`src/lcd_pkg.sv`:
```
/*
 * Shared constants, register map and types for the LUT4 / 16-bit
 * counter-delay macrocell. Assumes nothing of its surroundings.
 */
`default_nettype none
package lcd_pkg;

	// ----------------------------------------------------------------
	// Bus and datapath widths
	// ----------------------------------------------------------------
	localparam int unsigned ADDR_W = 8;
	localparam int unsigned BUS_W  = 32;
	localparam int unsigned DATA_W = 16;
	localparam int unsigned CNT_W  = 17;
	localparam int unsigned CTRL_W = 10;

	// ----------------------------------------------------------------
	// Register offsets (byte addresses)
	// ----------------------------------------------------------------
	localparam logic [7:0] OFS_CTRL   = 8'h00;
	localparam logic [7:0] OFS_DATA   = 8'h04;
	localparam logic [7:0] OFS_COUNT  = 8'h08;
	localparam logic [7:0] OFS_STATUS = 8'h0c;

	// ----------------------------------------------------------------
	// Control field positions and reset values
	// ----------------------------------------------------------------
	localparam int unsigned CTRL_FUNC    = 0;
	localparam int unsigned CTRL_EDGE_LO = 1;
	localparam int unsigned CTRL_SRC_LO  = 3;
	localparam int unsigned CTRL_PRESET  = 6;
	localparam int unsigned CTRL_MODE_LO = 7;
	localparam int unsigned CTRL_FSM     = 9;
	localparam logic [CTRL_W-1:0] CTRL_RST = 10'h000;
	localparam logic [DATA_W-1:0] DATA_RST = 16'h0001;
	localparam logic [CNT_W-1:0]  CNT_RST  = 17'h00000;
	localparam logic [CNT_W-1:0]  CNT_ONE  = 17'h00001;

	// ----------------------------------------------------------------
	// Prescaler terminal counts: divide by 4, 12, 24, 64
	// ----------------------------------------------------------------
	localparam int unsigned DIV_NUM = 4;
	localparam logic [5:0] DIV_LAST [DIV_NUM] =
		'{6'h03, 6'h0b, 6'h17, 6'h3f};
	localparam logic [5:0] DIV_RST = 6'h00;

	// ----------------------------------------------------------------
	// Enumerations
	// ----------------------------------------------------------------
	typedef enum logic [1:0] {
		MODE_DELAY   = 2'b00,
		MODE_ONESHOT = 2'b01,
		MODE_FREQ    = 2'b10,
		MODE_COUNT   = 2'b11
	} lcd_mode_e;

	typedef enum logic [1:0] {
		EDGE_BOTH  = 2'b00,
		EDGE_FALL  = 2'b01,
		EDGE_RISE  = 2'b10,
		EDGE_LEVEL = 2'b11
	} lcd_edge_e;

	typedef enum logic [2:0] {
		SRC_OSC    = 3'b000,
		SRC_DIV4   = 3'b001,
		SRC_DIV12  = 3'b010,
		SRC_DIV24  = 3'b011,
		SRC_DIV64  = 3'b100,
		SRC_FAST   = 3'b101,
		SRC_EXT    = 3'b110,
		SRC_CHAIN  = 3'b111
	} lcd_src_e;

	typedef enum logic {
		PH_IDLE = 1'b0,
		PH_RUN  = 1'b1
	} lcd_phase_e;

	// Selected-edge decode, shared by datapath and checks
	function automatic logic lcd_edge_hit(input logic [1:0] e,
		input logic r, input logic f);
		logic hit;
		hit = 1'b0;
		case (e)
			EDGE_BOTH: hit = r | f;
			EDGE_FALL: hit = f;
			EDGE_RISE: hit = r;
			default:   hit = 1'b0;
		endcase
		return hit;
	endfunction

endpackage
`default_nettype wire

```
`src/lcd_clk_sel.sv`:
```
/*
 * Count-clock selector: prescalers of the system clock plus the fast
 * oscillator tick, external clock edge and chained overflow.
 * Assumes all tick inputs are one-cycle pulses synchronous to clk.
 */
`default_nettype none
module lcd_clk_sel (
	input  wire logic       clk,
	input  wire logic       rstn,
	input  wire logic [2:0] src,
	input  wire logic       ext_rise,
	input  wire logic       fast_tick,
	input  wire logic       prev_ovf,
	output logic            tick
);
	import lcd_pkg::*;

	typedef struct packed {
		logic [DIV_NUM-1:0][5:0] cnt;
	} lcd_div_s;

	lcd_div_s             st_r;
	lcd_div_s             st_nxt;
	logic [DIV_NUM-1:0]   div_tick;

	// ----------------------------------------------------------------
	// Prescaler taps
	// ----------------------------------------------------------------
	genvar g;
	generate
		for (g = 0; g < DIV_NUM; g++) begin : g_div
			assign div_tick[g] = (st_r.cnt[g] == DIV_LAST[g]);
		end
	endgenerate

	always_comb begin
		st_nxt = st_r;
		for (int i = 0; i < DIV_NUM; i++) begin
			st_nxt.cnt[i] = div_tick[i] ? DIV_RST : st_r.cnt[i] + 6'h01;
		end
	end

	always_ff @(posedge clk or negedge rstn) begin
		if (!rstn) begin
			st_r <= '0;
		end else begin
			st_r <= st_nxt;
		end
	end

	// ----------------------------------------------------------------
	// Source mux
	// ----------------------------------------------------------------
	always_comb begin
		case (src)
			SRC_OSC:   tick = 1'b1;
			SRC_DIV4:  tick = div_tick[0];
			SRC_DIV12: tick = div_tick[1];
			SRC_DIV24: tick = div_tick[2];
			SRC_DIV64: tick = div_tick[3];
			SRC_FAST:  tick = fast_tick;
			SRC_EXT:   tick = ext_rise;
			default:   tick = prev_ovf;
		endcase
	end

endmodule
`default_nettype wire

```
`src/lcd_apb.sv`:
```
/*
 * APB slave holding the configuration and control-data registers and
 * reading back the live count and status. Assumes an APB3 master.
 */
`default_nettype none
module lcd_apb (
	input  wire logic                        clk,
	input  wire logic                        rstn,
	input  wire logic                        psel,
	input  wire logic                        penable,
	input  wire logic                        pwrite,
	input  wire logic [lcd_pkg::ADDR_W-1:0]  paddr,
	input  wire logic [lcd_pkg::BUS_W-1:0]   pwdata,
	output logic      [lcd_pkg::BUS_W-1:0]   prdata,
	output logic                             pready,
	output logic                             pslverr,
	input  wire logic [lcd_pkg::DATA_W-1:0]  count_val,
	input  wire logic [1:0]                  status,
	output logic      [lcd_pkg::CTRL_W-1:0]  ctrl,
	output logic      [lcd_pkg::DATA_W-1:0]  data
);
	import lcd_pkg::*;

	typedef struct packed {
		logic [CTRL_W-1:0] ctrl;
		logic [DATA_W-1:0] data;
		logic [BUS_W-1:0]  prdata;
		logic              pready;
		logic              pslverr;
	} lcd_apb_s;

	lcd_apb_s st_r;
	lcd_apb_s st_nxt;
	logic     access;
	logic     commit;

	function automatic logic lcd_addr_ok(input logic [ADDR_W-1:0] a);
		return (a == OFS_CTRL) || (a == OFS_DATA) ||
			(a == OFS_COUNT) || (a == OFS_STATUS);
	endfunction

	// One wait state: ready rises in the second access cycle
	assign access = psel & penable & ~st_r.pready;
	assign commit = psel & penable & st_r.pready & pwrite;

	always_comb begin
		st_nxt = st_r;
		st_nxt.pready = access;
		st_nxt.pslverr = access & ~lcd_addr_ok(paddr);
		if (access) begin
			case (paddr)
				OFS_CTRL:   st_nxt.prdata = {22'h000000, st_r.ctrl};
				OFS_DATA:   st_nxt.prdata = {16'h0000, st_r.data};
				OFS_COUNT:  st_nxt.prdata = {16'h0000, count_val};
				OFS_STATUS: st_nxt.prdata = {30'h00000000, status};
				default:    st_nxt.prdata = 32'h00000000;
			endcase
		end
		if (commit && paddr == OFS_CTRL) begin
			st_nxt.ctrl = pwdata[CTRL_W-1:0];
		end
		if (commit && paddr == OFS_DATA) begin
			st_nxt.data = pwdata[DATA_W-1:0];
		end
	end

	always_ff @(posedge clk or negedge rstn) begin
		if (!rstn) begin
			st_r <= '{ctrl: CTRL_RST, data: DATA_RST, prdata: '0,
				pready: 1'b0, pslverr: 1'b0};
		end else begin
			st_r <= st_nxt;
		end
	end

	assign prdata  = st_r.prdata;
	assign pready  = st_r.pready;
	assign pslverr = st_r.pslverr;
	assign ctrl    = st_r.ctrl;
	assign data    = st_r.data;

endmodule
`default_nettype wire

```
`src/lcd_top.sv`:
```
/*
 * Dual-function macrocell: 4-input lookup table or 16-bit
 * counter / delay / one-shot / frequency detector with optional
 * up-down-pause control. Assumes matrix inputs, the fast oscillator
 * tick and the chained overflow are synchronous to clk.
 */
`default_nettype none
// Function
// - Function bit picks table or counter
// - Table output is truth bit at input index
// - Inputs: clock, delay/clear, keep, up
// - Counting is downward by default
// - Up input reverses direction in state mode
// - Keep high holds count, resumes afterwards
// - Edge field selects delay/clear edges
// - Clock-source field selects count tick
// - Preset bit: clear to zero or data
// - Mode field: delay, one-shot, frequency, counter
// - Control data sets delay, period, width
// - Delay lasts data plus two ticks
// - Counter period is data plus one
// - One-shot width is data plus two
// - Frequency detect mode is supported
// - Live count readable by software
// - One-shot ignores edges while pulsing
// - Frequency output high on close edges
// - Delay mode filters short pulses
module lcd_top (
	input  wire logic                        clk,
	input  wire logic                        rstn,
	input  wire logic                        psel,
	input  wire logic                        penable,
	input  wire logic                        pwrite,
	input  wire logic [lcd_pkg::ADDR_W-1:0]  paddr,
	input  wire logic [lcd_pkg::BUS_W-1:0]   pwdata,
	output logic      [lcd_pkg::BUS_W-1:0]   prdata,
	output logic                             pready,
	output logic                             pslverr,
	input  wire logic [3:0]                  matrix_in,
	input  wire logic                        fast_osc_tick,
	input  wire logic                        prev_overflow,
	output logic                             cell_out,
	output logic                             overflow_out
);
	import lcd_pkg::*;

	typedef struct packed {
		logic [CNT_W-1:0] cnt;
		lcd_phase_e       phase;
		logic             out;
		logic             ovf;
		logic             din_prev;
		logic             ext_prev;
		logic             target;
	} lcd_core_s;

	lcd_core_s          st_r;
	lcd_core_s          st_nxt;
	logic [CTRL_W-1:0]  ctrl;
	logic [DATA_W-1:0]  ctrl_data;
	logic               func_cnt;
	logic [1:0]         edge_sel;
	logic [2:0]         src_sel;
	logic               preset_sel;
	lcd_mode_e          mode;
	logic               state_machine_function;
	logic               ext_clk;
	logic               delay_in_or_count_clear;
	logic               keep_in;
	logic               up_in;
	logic               din_rise;
	logic               din_fall;
	logic               ext_rise;
	logic               sel_ev;
	logic               lvl_clr;
	logic               clr_any;
	logic               tick;
	logic               tick_run;
	logic               up_eff;
	logic [CNT_W-1:0]   data_ext;
	logic [CNT_W-1:0]   data_p1;
	logic [CNT_W-1:0]   preset_val;

	// ----------------------------------------------------------------
	// Register file
	// ----------------------------------------------------------------
	lcd_apb u_apb (
		.clk       (clk),
		.rstn      (rstn),
		.psel      (psel),
		.penable   (penable),
		.pwrite    (pwrite),
		.paddr     (paddr),
		.pwdata    (pwdata),
		.prdata    (prdata),
		.pready    (pready),
		.pslverr   (pslverr),
		.count_val (st_r.cnt[DATA_W-1:0]),
		.status    ({st_r.phase, st_r.out}),
		.ctrl      (ctrl),
		.data      (ctrl_data)
	);

	// Fields are read live; software must not retune while counting
	assign func_cnt   = ctrl[CTRL_FUNC];
	assign edge_sel   = ctrl[CTRL_EDGE_LO+:2];
	assign src_sel    = ctrl[CTRL_SRC_LO+:3];
	assign preset_sel = ctrl[CTRL_PRESET];
	assign mode       = lcd_mode_e'(ctrl[CTRL_MODE_LO+:2]);
	assign state_machine_function = ctrl[CTRL_FSM];

	// ----------------------------------------------------------------
	// Matrix inputs and edge detection
	// ----------------------------------------------------------------
	assign ext_clk                 = matrix_in[0];
	assign delay_in_or_count_clear = matrix_in[1];
	assign keep_in                 = matrix_in[2];
	assign up_in                   = matrix_in[3];

	assign din_rise = delay_in_or_count_clear & ~st_r.din_prev;
	assign din_fall = ~delay_in_or_count_clear & st_r.din_prev;
	assign ext_rise = ext_clk & ~st_r.ext_prev;
	assign sel_ev   = lcd_edge_hit(edge_sel, din_rise, din_fall);
	assign lvl_clr  = (edge_sel == EDGE_LEVEL) & delay_in_or_count_clear;
	assign clr_any  = sel_ev | lvl_clr;

	// ----------------------------------------------------------------
	// Count tick
	// ----------------------------------------------------------------
	lcd_clk_sel u_clk_sel (
		.clk       (clk),
		.rstn      (rstn),
		.src       (src_sel),
		.ext_rise  (ext_rise),
		.fast_tick (fast_osc_tick),
		.prev_ovf  (prev_overflow),
		.tick      (tick)
	);

	assign tick_run   = tick & ~keep_in;
	assign up_eff     = state_machine_function & up_in;
	assign data_ext   = {1'b0, ctrl_data};
	assign data_p1    = data_ext + CNT_ONE;
	assign preset_val = preset_sel ? data_ext : CNT_RST;

	// ----------------------------------------------------------------
	// Core next state
	// ----------------------------------------------------------------
	// Timed modes load data+1 and expire on the tick at zero, so the
	// output moves data+2 ticks after the edge; one spare count bit
	// keeps data = 65535 from wrapping.
	always_comb begin
		st_nxt          = st_r;
		st_nxt.din_prev = delay_in_or_count_clear;
		st_nxt.ext_prev = ext_clk;
		st_nxt.ovf      = 1'b0;
		if (!func_cnt) begin
			st_nxt.out   = ctrl_data[matrix_in];
			st_nxt.phase = PH_IDLE;
		end else begin
			case (mode)
				MODE_COUNT: begin
					st_nxt.phase = PH_IDLE;
					if (clr_any) begin
						st_nxt.cnt = preset_val;
					end else if (tick_run && up_eff) begin
						if (st_r.cnt == data_ext) begin
							st_nxt.cnt = CNT_RST;
							st_nxt.ovf = 1'b1;
						end else begin
							st_nxt.cnt = st_r.cnt + CNT_ONE;
						end
					end else if (tick_run) begin
						if (st_r.cnt == CNT_RST) begin
							st_nxt.cnt = data_ext;
							st_nxt.ovf = 1'b1;
						end else begin
							st_nxt.cnt = st_r.cnt - CNT_ONE;
						end
					end
					st_nxt.out = st_nxt.ovf;
				end
				MODE_DELAY: begin
					if (sel_ev) begin
						// Restart drops a pending edge: short pulses vanish
						st_nxt.phase  = PH_RUN;
						st_nxt.cnt    = data_p1;
						st_nxt.target = delay_in_or_count_clear;
					end else if (din_rise || din_fall) begin
						st_nxt.phase = PH_IDLE;
						st_nxt.out   = delay_in_or_count_clear;
					end else if (st_r.phase == PH_RUN && tick_run) begin
						if (st_r.cnt == CNT_RST) begin
							st_nxt.phase = PH_IDLE;
							st_nxt.out   = st_r.target;
							st_nxt.ovf   = 1'b1;
						end else begin
							st_nxt.cnt = st_r.cnt - CNT_ONE;
						end
					end
				end
				MODE_ONESHOT: begin
					if (st_r.phase == PH_IDLE) begin
						if (sel_ev) begin
							st_nxt.phase = PH_RUN;
							st_nxt.cnt   = data_p1;
							st_nxt.out   = 1'b1;
						end
					end else if (tick_run) begin
						// Edges are not looked at while running
						if (st_r.cnt == CNT_RST) begin
							st_nxt.phase = PH_IDLE;
							st_nxt.out   = 1'b0;
							st_nxt.ovf   = 1'b1;
						end else begin
							st_nxt.cnt = st_r.cnt - CNT_ONE;
						end
					end
				end
				default: begin
					// Frequency detect: window restarts on each selected edge
					if (sel_ev) begin
						if (st_r.phase == PH_RUN) begin
							st_nxt.out = 1'b1;
						end
						st_nxt.phase = PH_RUN;
						st_nxt.cnt   = data_p1;
					end else if (st_r.phase == PH_RUN && tick_run) begin
						if (st_r.cnt == CNT_RST) begin
							st_nxt.phase = PH_IDLE;
							st_nxt.out   = 1'b0;
							st_nxt.ovf   = 1'b1;
						end else begin
							st_nxt.cnt = st_r.cnt - CNT_ONE;
						end
					end
				end
			endcase
		end
	end

	always_ff @(posedge clk or negedge rstn) begin
		if (!rstn) begin
			st_r <= '{cnt: CNT_RST, phase: PH_IDLE, out: 1'b0, ovf: 1'b0,
				din_prev: 1'b0, ext_prev: 1'b0, target: 1'b0};
		end else begin
			st_r <= st_nxt;
		end
	end

	assign cell_out     = st_r.out;
	assign overflow_out = st_r.ovf;

	logic cnt_mode;
	assign cnt_mode = func_cnt && mode == MODE_COUNT;
endmodule
`default_nettype wire

```
`config.mk`:
```
export PLATFORM = sky130hd
export DESIGN_NAME = lcd_top
export DESIGN_NICKNAME = d
export VERILOG_FILES = /design/src/lcd_pkg.sv /design/src/lcd_clk_sel.sv /design/src/lcd_apb.sv /design/src/lcd_top.sv
export SDC_FILE = /design/constraint.sdc
export NUM_CORES = 1
export LEC_CHECK = 0
export BUFFER_PORTS_ARGS = -buffer_cell sky130_fd_sc_hd__buf_2
export CORE_MARGIN = 2
export CORE_UTILIZATION = 40
export CTS_CLUSTER_DIAMETER = 200
export DETAILED_ROUTE_END_ITERATION = 7
export GPL_ROUTABILITY_DRIVEN = 0
export SLEW_MARGIN = 10
export SYNTH_ARGS = -nofsm -noshare
export SYNTH_HDL_FRONTEND = slang
export SYNTH_HIERARCHICAL = 1
export SYNTH_SLANG_ARGS = --single-unit
export TNS_END_PERCENT = 10
```
`constraint.sdc`:
```
create_clock -name clk -period 2.88 [get_ports clk]
set_input_delay 0.288 -clock clk [delete_from_list [all_inputs] [get_ports clk]]
set_output_delay 0.288 -clock clk [all_outputs]
set_load 0.02 [all_outputs]
```
==> run metrics, run 1 <==
Worst Setup Path Type=reg2reg; fin crit share=1.05; PortBufs=54; die span in y=133 um; Rows=47; hpwl dp=approximately 17000 um; drt first pass iters=6; Post-synth EDFFs=0; Mapped Cells=723; outcome=finished, violations left; P_sw=842 uW; min cycle time layout=between 3000 and 4000 ps; Vias=6412; fmax=330 MHz; proportion of layout cells with a drive suffix above 1=0.294; first-pass GRT wire length=35500 um; area leader, netlist=dfrtp_1; Clock Skews=slightly above 10 ps; CP Max Fanout=2; critical path launch point type=register; switch share=0.290; Die Wd=133 um; CTS Buffer Depth=2; GR Overflow Total=0; dominant synthesized flop cell=dfrtp_1; Antenna Violating Nets Remaining=0; Filler cells=1557; dpl cells=1047; GRT Total Usage=0.255; CP bufs+invs=0; critical path cell sequence=ha_1, or4b_4, o31ai_2, mux4_2, nand2b_1, a32oi_2, a32oi_2, or2_1, a221o_1, a311oi_2, a22oi_1; Sink Count=91; sequential fraction of the synthesis area=0.341; initial antenna violation count=0; Hold Crit Class=in2async; DRT iter0 DRCs=754; FFs w/ async S/R, synth=1.00; largest net degree at the start of global routing=72; violated checks=negative setup slack; CP Capture Type=register; die area=between 15000 and 20000 um^2; cell mode on critical path=a32oi_2; Worst-Skew Late Latency=360 ps; Worst Path Arrival=3260 ps; Yosys top cell area share=0.337; Syn. warnings=6; CTS buffer count=9; Peak supply drop=roughly 250 uV; Mapped Avg Cell Area=9.23 um^2; ranking of synthesized cells by area=dfrtp_1 (34%), xor2_1 (4.7%), xnor2_1 (3.9%); Least-Margin Pin Slew=966 ps; number of buffers inserted by hold repair at cts=0; crit-path leading delay family=compound AO/OA/AOI/OAI gates; setup repair after global routing missed its margin=yes; Final Hold Vio Count=0; Antenna diodes=0; Vias/cell=between 6 and 7; Final nets=904; Int Pwr=2.07 mW; setup TNS=-998 ps; Comb pwr share=0.147; H-Tree Depth=3; worst hold slack=77.4 ps; Slew Limit Fails=0; post-synthesis register bit count=91; post-synth cell types=78; worst path required time=3110 ps; clock share of power=0.400; Final setup violation count=16; slowest stage cell, crit path=or4b_4; Slew HR=0.356; DRC=0; Starting Density=0.405; vias in the first global route=6465; pre-CTS setup slack=-159 ps; Layout area overhead=21.2%; sequential share of power=0.453; Final WS setup=-149 ps; Power Density=around 360 nW/um^2; drt wl/cell=20.9 um; Cell Area, Synth=6680 um^2; max cap viols=0; largest stage delay on the critical path=480 ps; Leak=3.67 nW; Clk pin slew, worst setup/hold paths=70 ps; core footprint=16500 um^2; Ports=87; wirelength, routed=22200 um; final non-filler cell total=1064; CTS tree=done; CTS root buf=clkbuf_16
area by class of cell:
cell class / instances / area [um^2] / area share
tap: 220 / 275 / 0.0340
clock buffer: 10 / 239 / 0.0295
timing repair buffer: 158 / 1090 / 0.134
clock inverter: 6 / 46.3 / 0.00572
sequential: 91 / 2280 / 0.282
multi-input combinational: 562 / 4100 / 0.507
inverter: 17 / 63.8 / 0.00789
power groups by stage:
stage	clock network [mW]	logic (mW)	registers [mW]
2_1_floorplan	0	0.263	1.33
4_1_cts	1.19	0.415	1.31
6_report	1.16	0.427	1.32
3_3_place_gp	0	0.404	1.34
3_5_place_dp	0	0.409	1.34
5_1_grt	1.23	0.459	1.32
routing by layer:
metal | up-vias | track usage | share of wire
li1 | 2867 | - | -
met1 | 3113 | 0.333 | 0.41
met3 | 67 | 0.0616 | 0.097
met4 | 0 | 0.0887 | 0.028
met5 | - | 0 | 0
met2 | 365 | 0.414 | 0.47
worst paths after layout:
path,from,end,slack (ps),cells past startpoint
max in group asynchronous,rstn,u_apb/data[13],2020,2
worst max register to register,u_clk_sel/st_r[0],st_r[7],-150,11
worst max-delay path,u_clk_sel/st_r[0],st_r[7],-150,11
worst min-delay path,rstn,st_r[6],80,1
min in group clk,pwdata[15],u_apb/data[15],160,2
worst min register to register,u_clk_sel/st_r[5],u_clk_sel/st_r[5],470,1
metrics by stage:
| stage | total power [mW] | utilization | instance area (um^2) |
|---|---|---|---|
| 6_report | 2.91 | 0.491 | 8090 |
| 5_1_grt | 3.01 | 0.491 | 8090 |
| 4_1_cts | 2.92 | 0.490 | 8070 |
| 3_5_place_dp | 1.75 | 0.468 | 7710 |
| 3_3_place_gp | 1.74 | 0.468 | 7710 |
| 2_1_floorplan | 1.59 | - | 6740 |
placed cells by master, fill, tap and decap left out, types with 10 or more instances in the layout:
cell	n
a21oi_1	32
nand3_1	32
nand4_1	15
a22o_1	11
o31ai_1	13
dfrtp_1	90
xor2_1	36
nand2_1	58
buf_4	101
buf_2	53
mux2_2	17
xnor2_1	30
ha_1	14
nand2b_1	10
mux2_4	10
conb_1	16
nor2_1	49
nor3_1	14
inv_1	17
mux2i_1	10
o21ai_0	29
flip-flops by register name (all words and copies together) (netlist names):
register,cells
u_clk_sel/st_r,24
overflow_out,1
u_apb/data,16
u_apb/prdata,16
st_r,21
u_apb/pready,1
cell_out,1
u_apb/pslverr,1
u_apb/ctrl,10
repair_timing:
item / 4_1_cts / 5_1_grt
buffers inserted: 1 / 0
setup endpoints to repair: 18 / 19
resized for setup: 17 / 4
pin swaps: 4 / 0
cell families (layout without fill, tap and decap cells):
| logic type | Yosys count | count (layout) | synth area share |
|---|---|---|---|
| buffers and inverters | 85 | 191 | 0.0652 |
| multiplexers | 46 | 46 | 0.0965 |
| XOR/XNOR | 66 | 66 | 0.0866 |
| AO/OA/AOI/OAI | 169 | 169 | 0.178 |
| flip-flops | 91 | 91 | 0.341 |
| other | 1 | 16 | 0.000562 |
| AND/OR/NAND/NOR | 251 | 251 | 0.206 |
| adder cells (fa/ha/maj) | 14 | 14 | 0.0262 |
cell usage after synthesis (8+ instances only):
cell and count:
dfrtp_1 90, nand2_1 58, nor2_1 51, xor2_1 36, a21oi_1 32, nand3_1 32
o21ai_0 31, xnor2_1 30, clkbuf_1 29, buf_4 20, inv_1 17, mux2_2 17
nor3_1 16, buf_2 15, nand4_1 15, ha_1 14, o31ai_1 13, a22o_1 11
nand2b_1 11, mux2_4 10, mux2i_1 10, mux4_2 9, nor4_1 9, a22oi_1 8
Power figures use the tool's default switching activity.
==> run 2, diff against run 1 <==
--- a/config.mk
+++ b/config.mk
@@ -11,6 +11,8 @@
 export CTS_CLUSTER_DIAMETER = 200
 export DETAILED_ROUTE_END_ITERATION = 7
 export GPL_ROUTABILITY_DRIVEN = 0
+export PLACE_DENSITY = 0.72
+export SETUP_SLACK_MARGIN = 0.3
 export SLEW_MARGIN = 10
 export SYNTH_ARGS = -nofsm -noshare
 export SYNTH_HDL_FRONTEND = slang
==> run 2 against run 1 <==
The flow still finishes with violations (negative setup slack). Sequential share of layout area grew 0.37 points. Clock power shrank 3%. Die area is the same. Cell count shrank 1.6%. Setup slack gained 93 ps. First-iteration DRC count grew 25%. Sequential power is essentially flat. Combinational power grew 0.9%. Non-clock buffer count shrank 16. Flip-flop and latch count is the same.
==> run metrics, run 2 (synthesis gave the netlist of run 1 again) <==
Power Density=358 nW/um^2; GR Overflow Total=0; Final Hold Vio Count=0; critical path cell sequence=ha_2, or4b_4, o31ai_2, mux4_2, nand2b_1, buf_4, nand2_1, o21ai_0, or2_1, a221o_1, a311oi_1, a22oi_1; min cycle time layout=approximately 2900 ps; Largest register FFs=24; dpl cells=roughly 1000; pre-CTS setup slack=-103 ps; CTS tree=done; max cap viols=0; Antenna Violating Nets Remaining=0; core footprint=16500 um^2; DRT iter0 DRCs=940; PortBufs=54; most frequent cells in the layout=dfrtp_1 (90), buf_4 (80), nand2_1 (57), buf_2 (53), nor2_1 (47); Worst-Skew Late Latency=360 ps; Final nets=888; CP bufs+invs=1; critical path launch point type=register; Hold Crit Class=in2reg; Vias=roughly 6300; fin crit share=1.02; Rows=47; drt wl/cell=between 15 and 20 um; drt first pass iters=5; hpwl dp=about 16000 um; crit-path leading delay family=simple AND/OR/NAND/NOR gates; Layout area overhead=19.6%; final non-filler cell total=1047; wirelength, routed=20900 um; largest registers=u_clk_sel/st_r (24), st_r (21); Die Wd=between 100 and 150 um; proportion of layout cells with a drive suffix above 1=0.285; Leak=around 3.6 nW; setup repair after global routing missed its margin=yes; Worst Setup Path Type=reg2reg; slowest stage cell, crit path=or4b_4; sum of internal, switching and leakage power=2.86 mW; Peak supply drop=263 uV; Clock Skews=9.57 ps; Clk pin slew, worst setup/hold paths=70 ps; Final WS setup=-56.5 ps; GRT Total Usage=0.238; die span in y=133 um; Antenna diodes=0; Ports=87; worst path required time=3110 ps; first-pass GRT wire length=33000 um; CTS Buffer Depth=2; CP Capture Type=register; Least-Margin Pin Slew=595 ps; largest net degree at the start of global routing=54; Slew HR=0.602; Worst Path Arrival=3170 ps; Starting Density=0.405; H-Tree Depth=3; most common cell after layout, fill and taps aside=dfrtp_1; DRC=0; die area=~18000 um^2; initial antenna violation count=0; Vias/cell=roughly 6; Final setup violation count=3; Filler cells=1537; fmax=341 MHz; CP Max Fanout=3; CTS root buf=clkbuf_16; setup TNS=-109 ps; Sink Count=91; outcome=finished, violations left; CTS buffer count=9; Slew Limit Fails=0; largest reg by FF count=u_clk_sel/st_r; largest stage delay on the critical path=~470 ps; vias in the first global route=6008; violated checks=negative setup slack
==> run 2: cell types whose count changed in the layout (fill, tap and decap cells not counted), moves of 2 or more <==
| cell | change |
|---|---|
| buf_6 | +5 |
| a32oi_1 | +2 |
| buf_4 | -21 |
| nor3_2 | +2 |
| nor2_1 | -2 |
| nor3_1 | -2 |
| nor2_2 | +3 |
| a32oi_2 | -2 |
==> run 2: worst paths after layout <==
kind | slack [ps] | end | from | cells past startpoint
worst min register to register | 470 | u_clk_sel/st_r[12] | u_clk_sel/st_r[12] | 1
worst max-delay path | -60 | st_r[7] | u_clk_sel/st_r[1] | 12
max in group asynchronous | 1690 | u_apb/data[0] | rstn | 3
worst max register to register | -60 | st_r[7] | u_clk_sel/st_r[1] | 12
worst min-delay path | 160 | u_apb/data[12] | pwdata[12] | 2
min in group asynchronous | 460 | u_clk_sel/st_r[20] | rstn | 2
==> run 2: timing repair <==
item | in CTS | in global routing
setup buffers | 0 | 5
hold buffers | 1 | 0
hold endpoints to repair | 38 | 0
gates resized for setup | 19 | 15
pin swaps | 5 | 7
gates cloned | 0 | 0
setup endpoints to repair | 19 | 20
==> run 2: routing by layer <==
layer / GRT usage / vias to the layer above / wire [um]
met4: 0.118 / 0 / 924
met1: 0.325 / 2999 / 8500
met5: 0 / - / 0
li1: - / 2827 / -
met3: 0.0521 / 83 / 2320
met2: 0.358 / 415 / 9200
==> run 2: where the power goes <==
part           internal (mW)  switching, mW  leakage [nW]
Clock                  0.585          0.534         0.125
Combinational          0.158          0.273          2.26
Sequential              1.29         0.0201          1.22
==> run 2: stage by stage <==
step,hold slack (ps),instance area (um^2),utilization
2_1_floorplan,-7.59,6750,-
3_3_place_gp,311,7550,0.458
3_5_place_dp,315,7550,0.458
4_1_cts,156,7890,0.479
5_1_grt,159,7990,0.485
6_report,161,7990,0.485
==> run 2: final cells by class <==
| cell class | instances | area, um^2 | area share |
|---|---|---|---|
| Sequential cell | 91 | 2280 | 0.285 |
| Clock buffer | 10 | 229 | 0.0287 |
| Tap cell | 220 | 275 | 0.0345 |
| Inverter | 17 | 63.8 | 0.00799 |
| Multi-Input combinational cell | 562 | 4130 | 0.517 |
| Timing Repair Buffer | 142 | 975 | 0.122 |
| Clock inverter | 5 | 37.5 | 0.00470 |
==> run 3, diff against run 2 <==
--- a/config.mk
+++ b/config.mk
@@ -13,6 +13,7 @@
 export GPL_ROUTABILITY_DRIVEN = 0
 export PLACE_DENSITY = 0.72
 export SETUP_SLACK_MARGIN = 0.3
+export SKIP_CTS_REPAIR_TIMING = 1
 export SLEW_MARGIN = 10
 export SYNTH_ARGS = -nofsm -noshare
 export SYNTH_HDL_FRONTEND = slang
==> run 3 against run 2 <==
The flow still finishes with violations (negative setup slack). Routed wire length rose by 0.50%. Clock power is essentially flat. Clock-buffer cell count unchanged.
==> run metrics, run 3 (synthesis gave the netlist of run 1 again) <==
outcome=finished, violations left; violated checks=negative setup slack; DRT iter0 DRCs=837; CTS Buffer Depth=2; Core Util, Final=0.486; GRT Total Usage=0.237; Leak=3.60 nW; fin crit share=1.02; area of placed instances=7550 um^2; setup repair after global routing missed its margin=yes; Vias=6347; CP Max Fanout=3; Worst Path Arrival=around 3200 ps; Worst-Skew Late Latency=360 ps; Vias/cell=a little over 6; R2R Path Start=u_clk_sel/st_r[1]; drt first pass iters=7; Slew HR=0.523; CTS tree=done; Clock Skews=7.93 ps; DRC=0; die span in y=~130 um; H-Tree Depth=3; core footprint=16500 um^2; min cycle time layout=approximately 2900 ps; initial antenna violation count=0; CTS root buf=clkbuf_16; largest net degree at the start of global routing=54; Clk pin slew, worst setup/hold paths=70 ps; Sink Count=91; Largest register FFs=24; Least-Margin Pin Slew=708 ps; sum of internal, switching and leakage power=2.87 mW; Ports=87; largest reg by FF count=u_clk_sel/st_r; Antenna Violating Nets Remaining=0; Rows=47; Final WS setup=-69.4 ps; most common cell after layout, fill and taps aside=dfrtp_1; worst path required time=3110 ps; Layout area overhead=19.9%; fin area=approximately 8000 um^2; proportion of layout cells with a drive suffix above 1=0.289; Final setup violation count=6; CP Capture Type=register; Antenna diodes=0; Power Density=358 nW/um^2; critical path cell sequence=ha_2, or4b_4, o31ai_2, mux4_2, nand2b_1, buf_4, nand2_1, o21ai_0, or2_1, a221o_1, a311oi_1, a22oi_1; CTS buffer count=9; die area=around 18000 um^2; vias in the first global route=around 5900; GR Overflow Total=0; max cap viols=0; drt wl/cell=roughly 20 um; Final nets=889; Peak supply drop=roughly 260 uV; Worst Setup Path Type=reg2reg; Starting Density=0.405; Hold Crit Class=in2reg; hpwl dp=15500 um; largest stage delay on the critical path=470 ps; slowest stage cell, crit path=or4b_4; most frequent cells in the layout=dfrtp_1 (90), buf_4 (83), nand2_1 (57), buf_2 (53), nor2_1 (48); wirelength, routed=around 21000 um; fmax=~340 MHz; Worst Hold Launch=pwdata[12]; largest registers=u_clk_sel/st_r (24), st_r (21); Filler cells=1522; first-pass GRT wire length=32800 um; Die Wd=between 100 and 150 um; crit path from=u_clk_sel/st_r[1]; Final Hold Vio Count=0; PortBufs=54; Slew Limit Fails=0; critical path launch point type=register
## run 3: critical path, delay by kind of cell (launching register included)
kind	cells	cell delay (ps)
simple gates	4	930
compound gates	5	890
flops	1	360
mux	1	320
fa+ha+maj	1	180
buf+inv	1	150
## run 3: path summary, 6_finish.rpt
check / to / cells past startpoint / slack (ps)
setup reg to reg: st_r[7] / 12 / -70
setup / recovery: st_r[7] / 12 / -70
min in group asynchronous: u_clk_sel/st_r[20] / 2 / 460
max in group asynchronous: u_apb/data[0] / 3 / 1690
hold reg to reg: u_clk_sel/st_r[12] / 1 / 470
hold / removal: u_apb/data[12] / 2 / 160
## run 3: per-stage QoR
step	TNS, ps	std cells	hold WS [ps]	setup slack, ps
global route	-1500	1048	159	-201
floorplan	0	738	-7.59	111
finish	-198	1048	162	-69.4
detailed placement	-541	1026	315	-103
CTS	-865	1041	-64.4	-139
global placement	-301	1026	311	-78.5
## run 3: power by group
part / internal (mW) / total [mW] / switching, mW
clock network: 0.586 / 1.12 / 0.535
registers: 1.29 / 1.31 / 0.0201
logic: 0.160 / 0.435 / 0.275
total: 2.04 / 2.87 / 0.830
## run 3: cell type report
cell class | count | area, um^2 | area share
inverter | 17 | 63.8 | 0.00797
sequential | 91 | 2280 | 0.285
clock inverter | 5 | 37.5 | 0.00469
tap | 220 | 275 | 0.0344
clock buffer | 10 | 229 | 0.0286
timing repair buffer | 143 | 978 | 0.122
multi-input combinational | 562 | 4140 | 0.518
## run 3: metal layers
metal,part of all wire,GRT usage
met3,0.12,0.0559
met4,0.043,0.116
met5,0,0
met1,0.40,0.322
met2,0.44,0.356
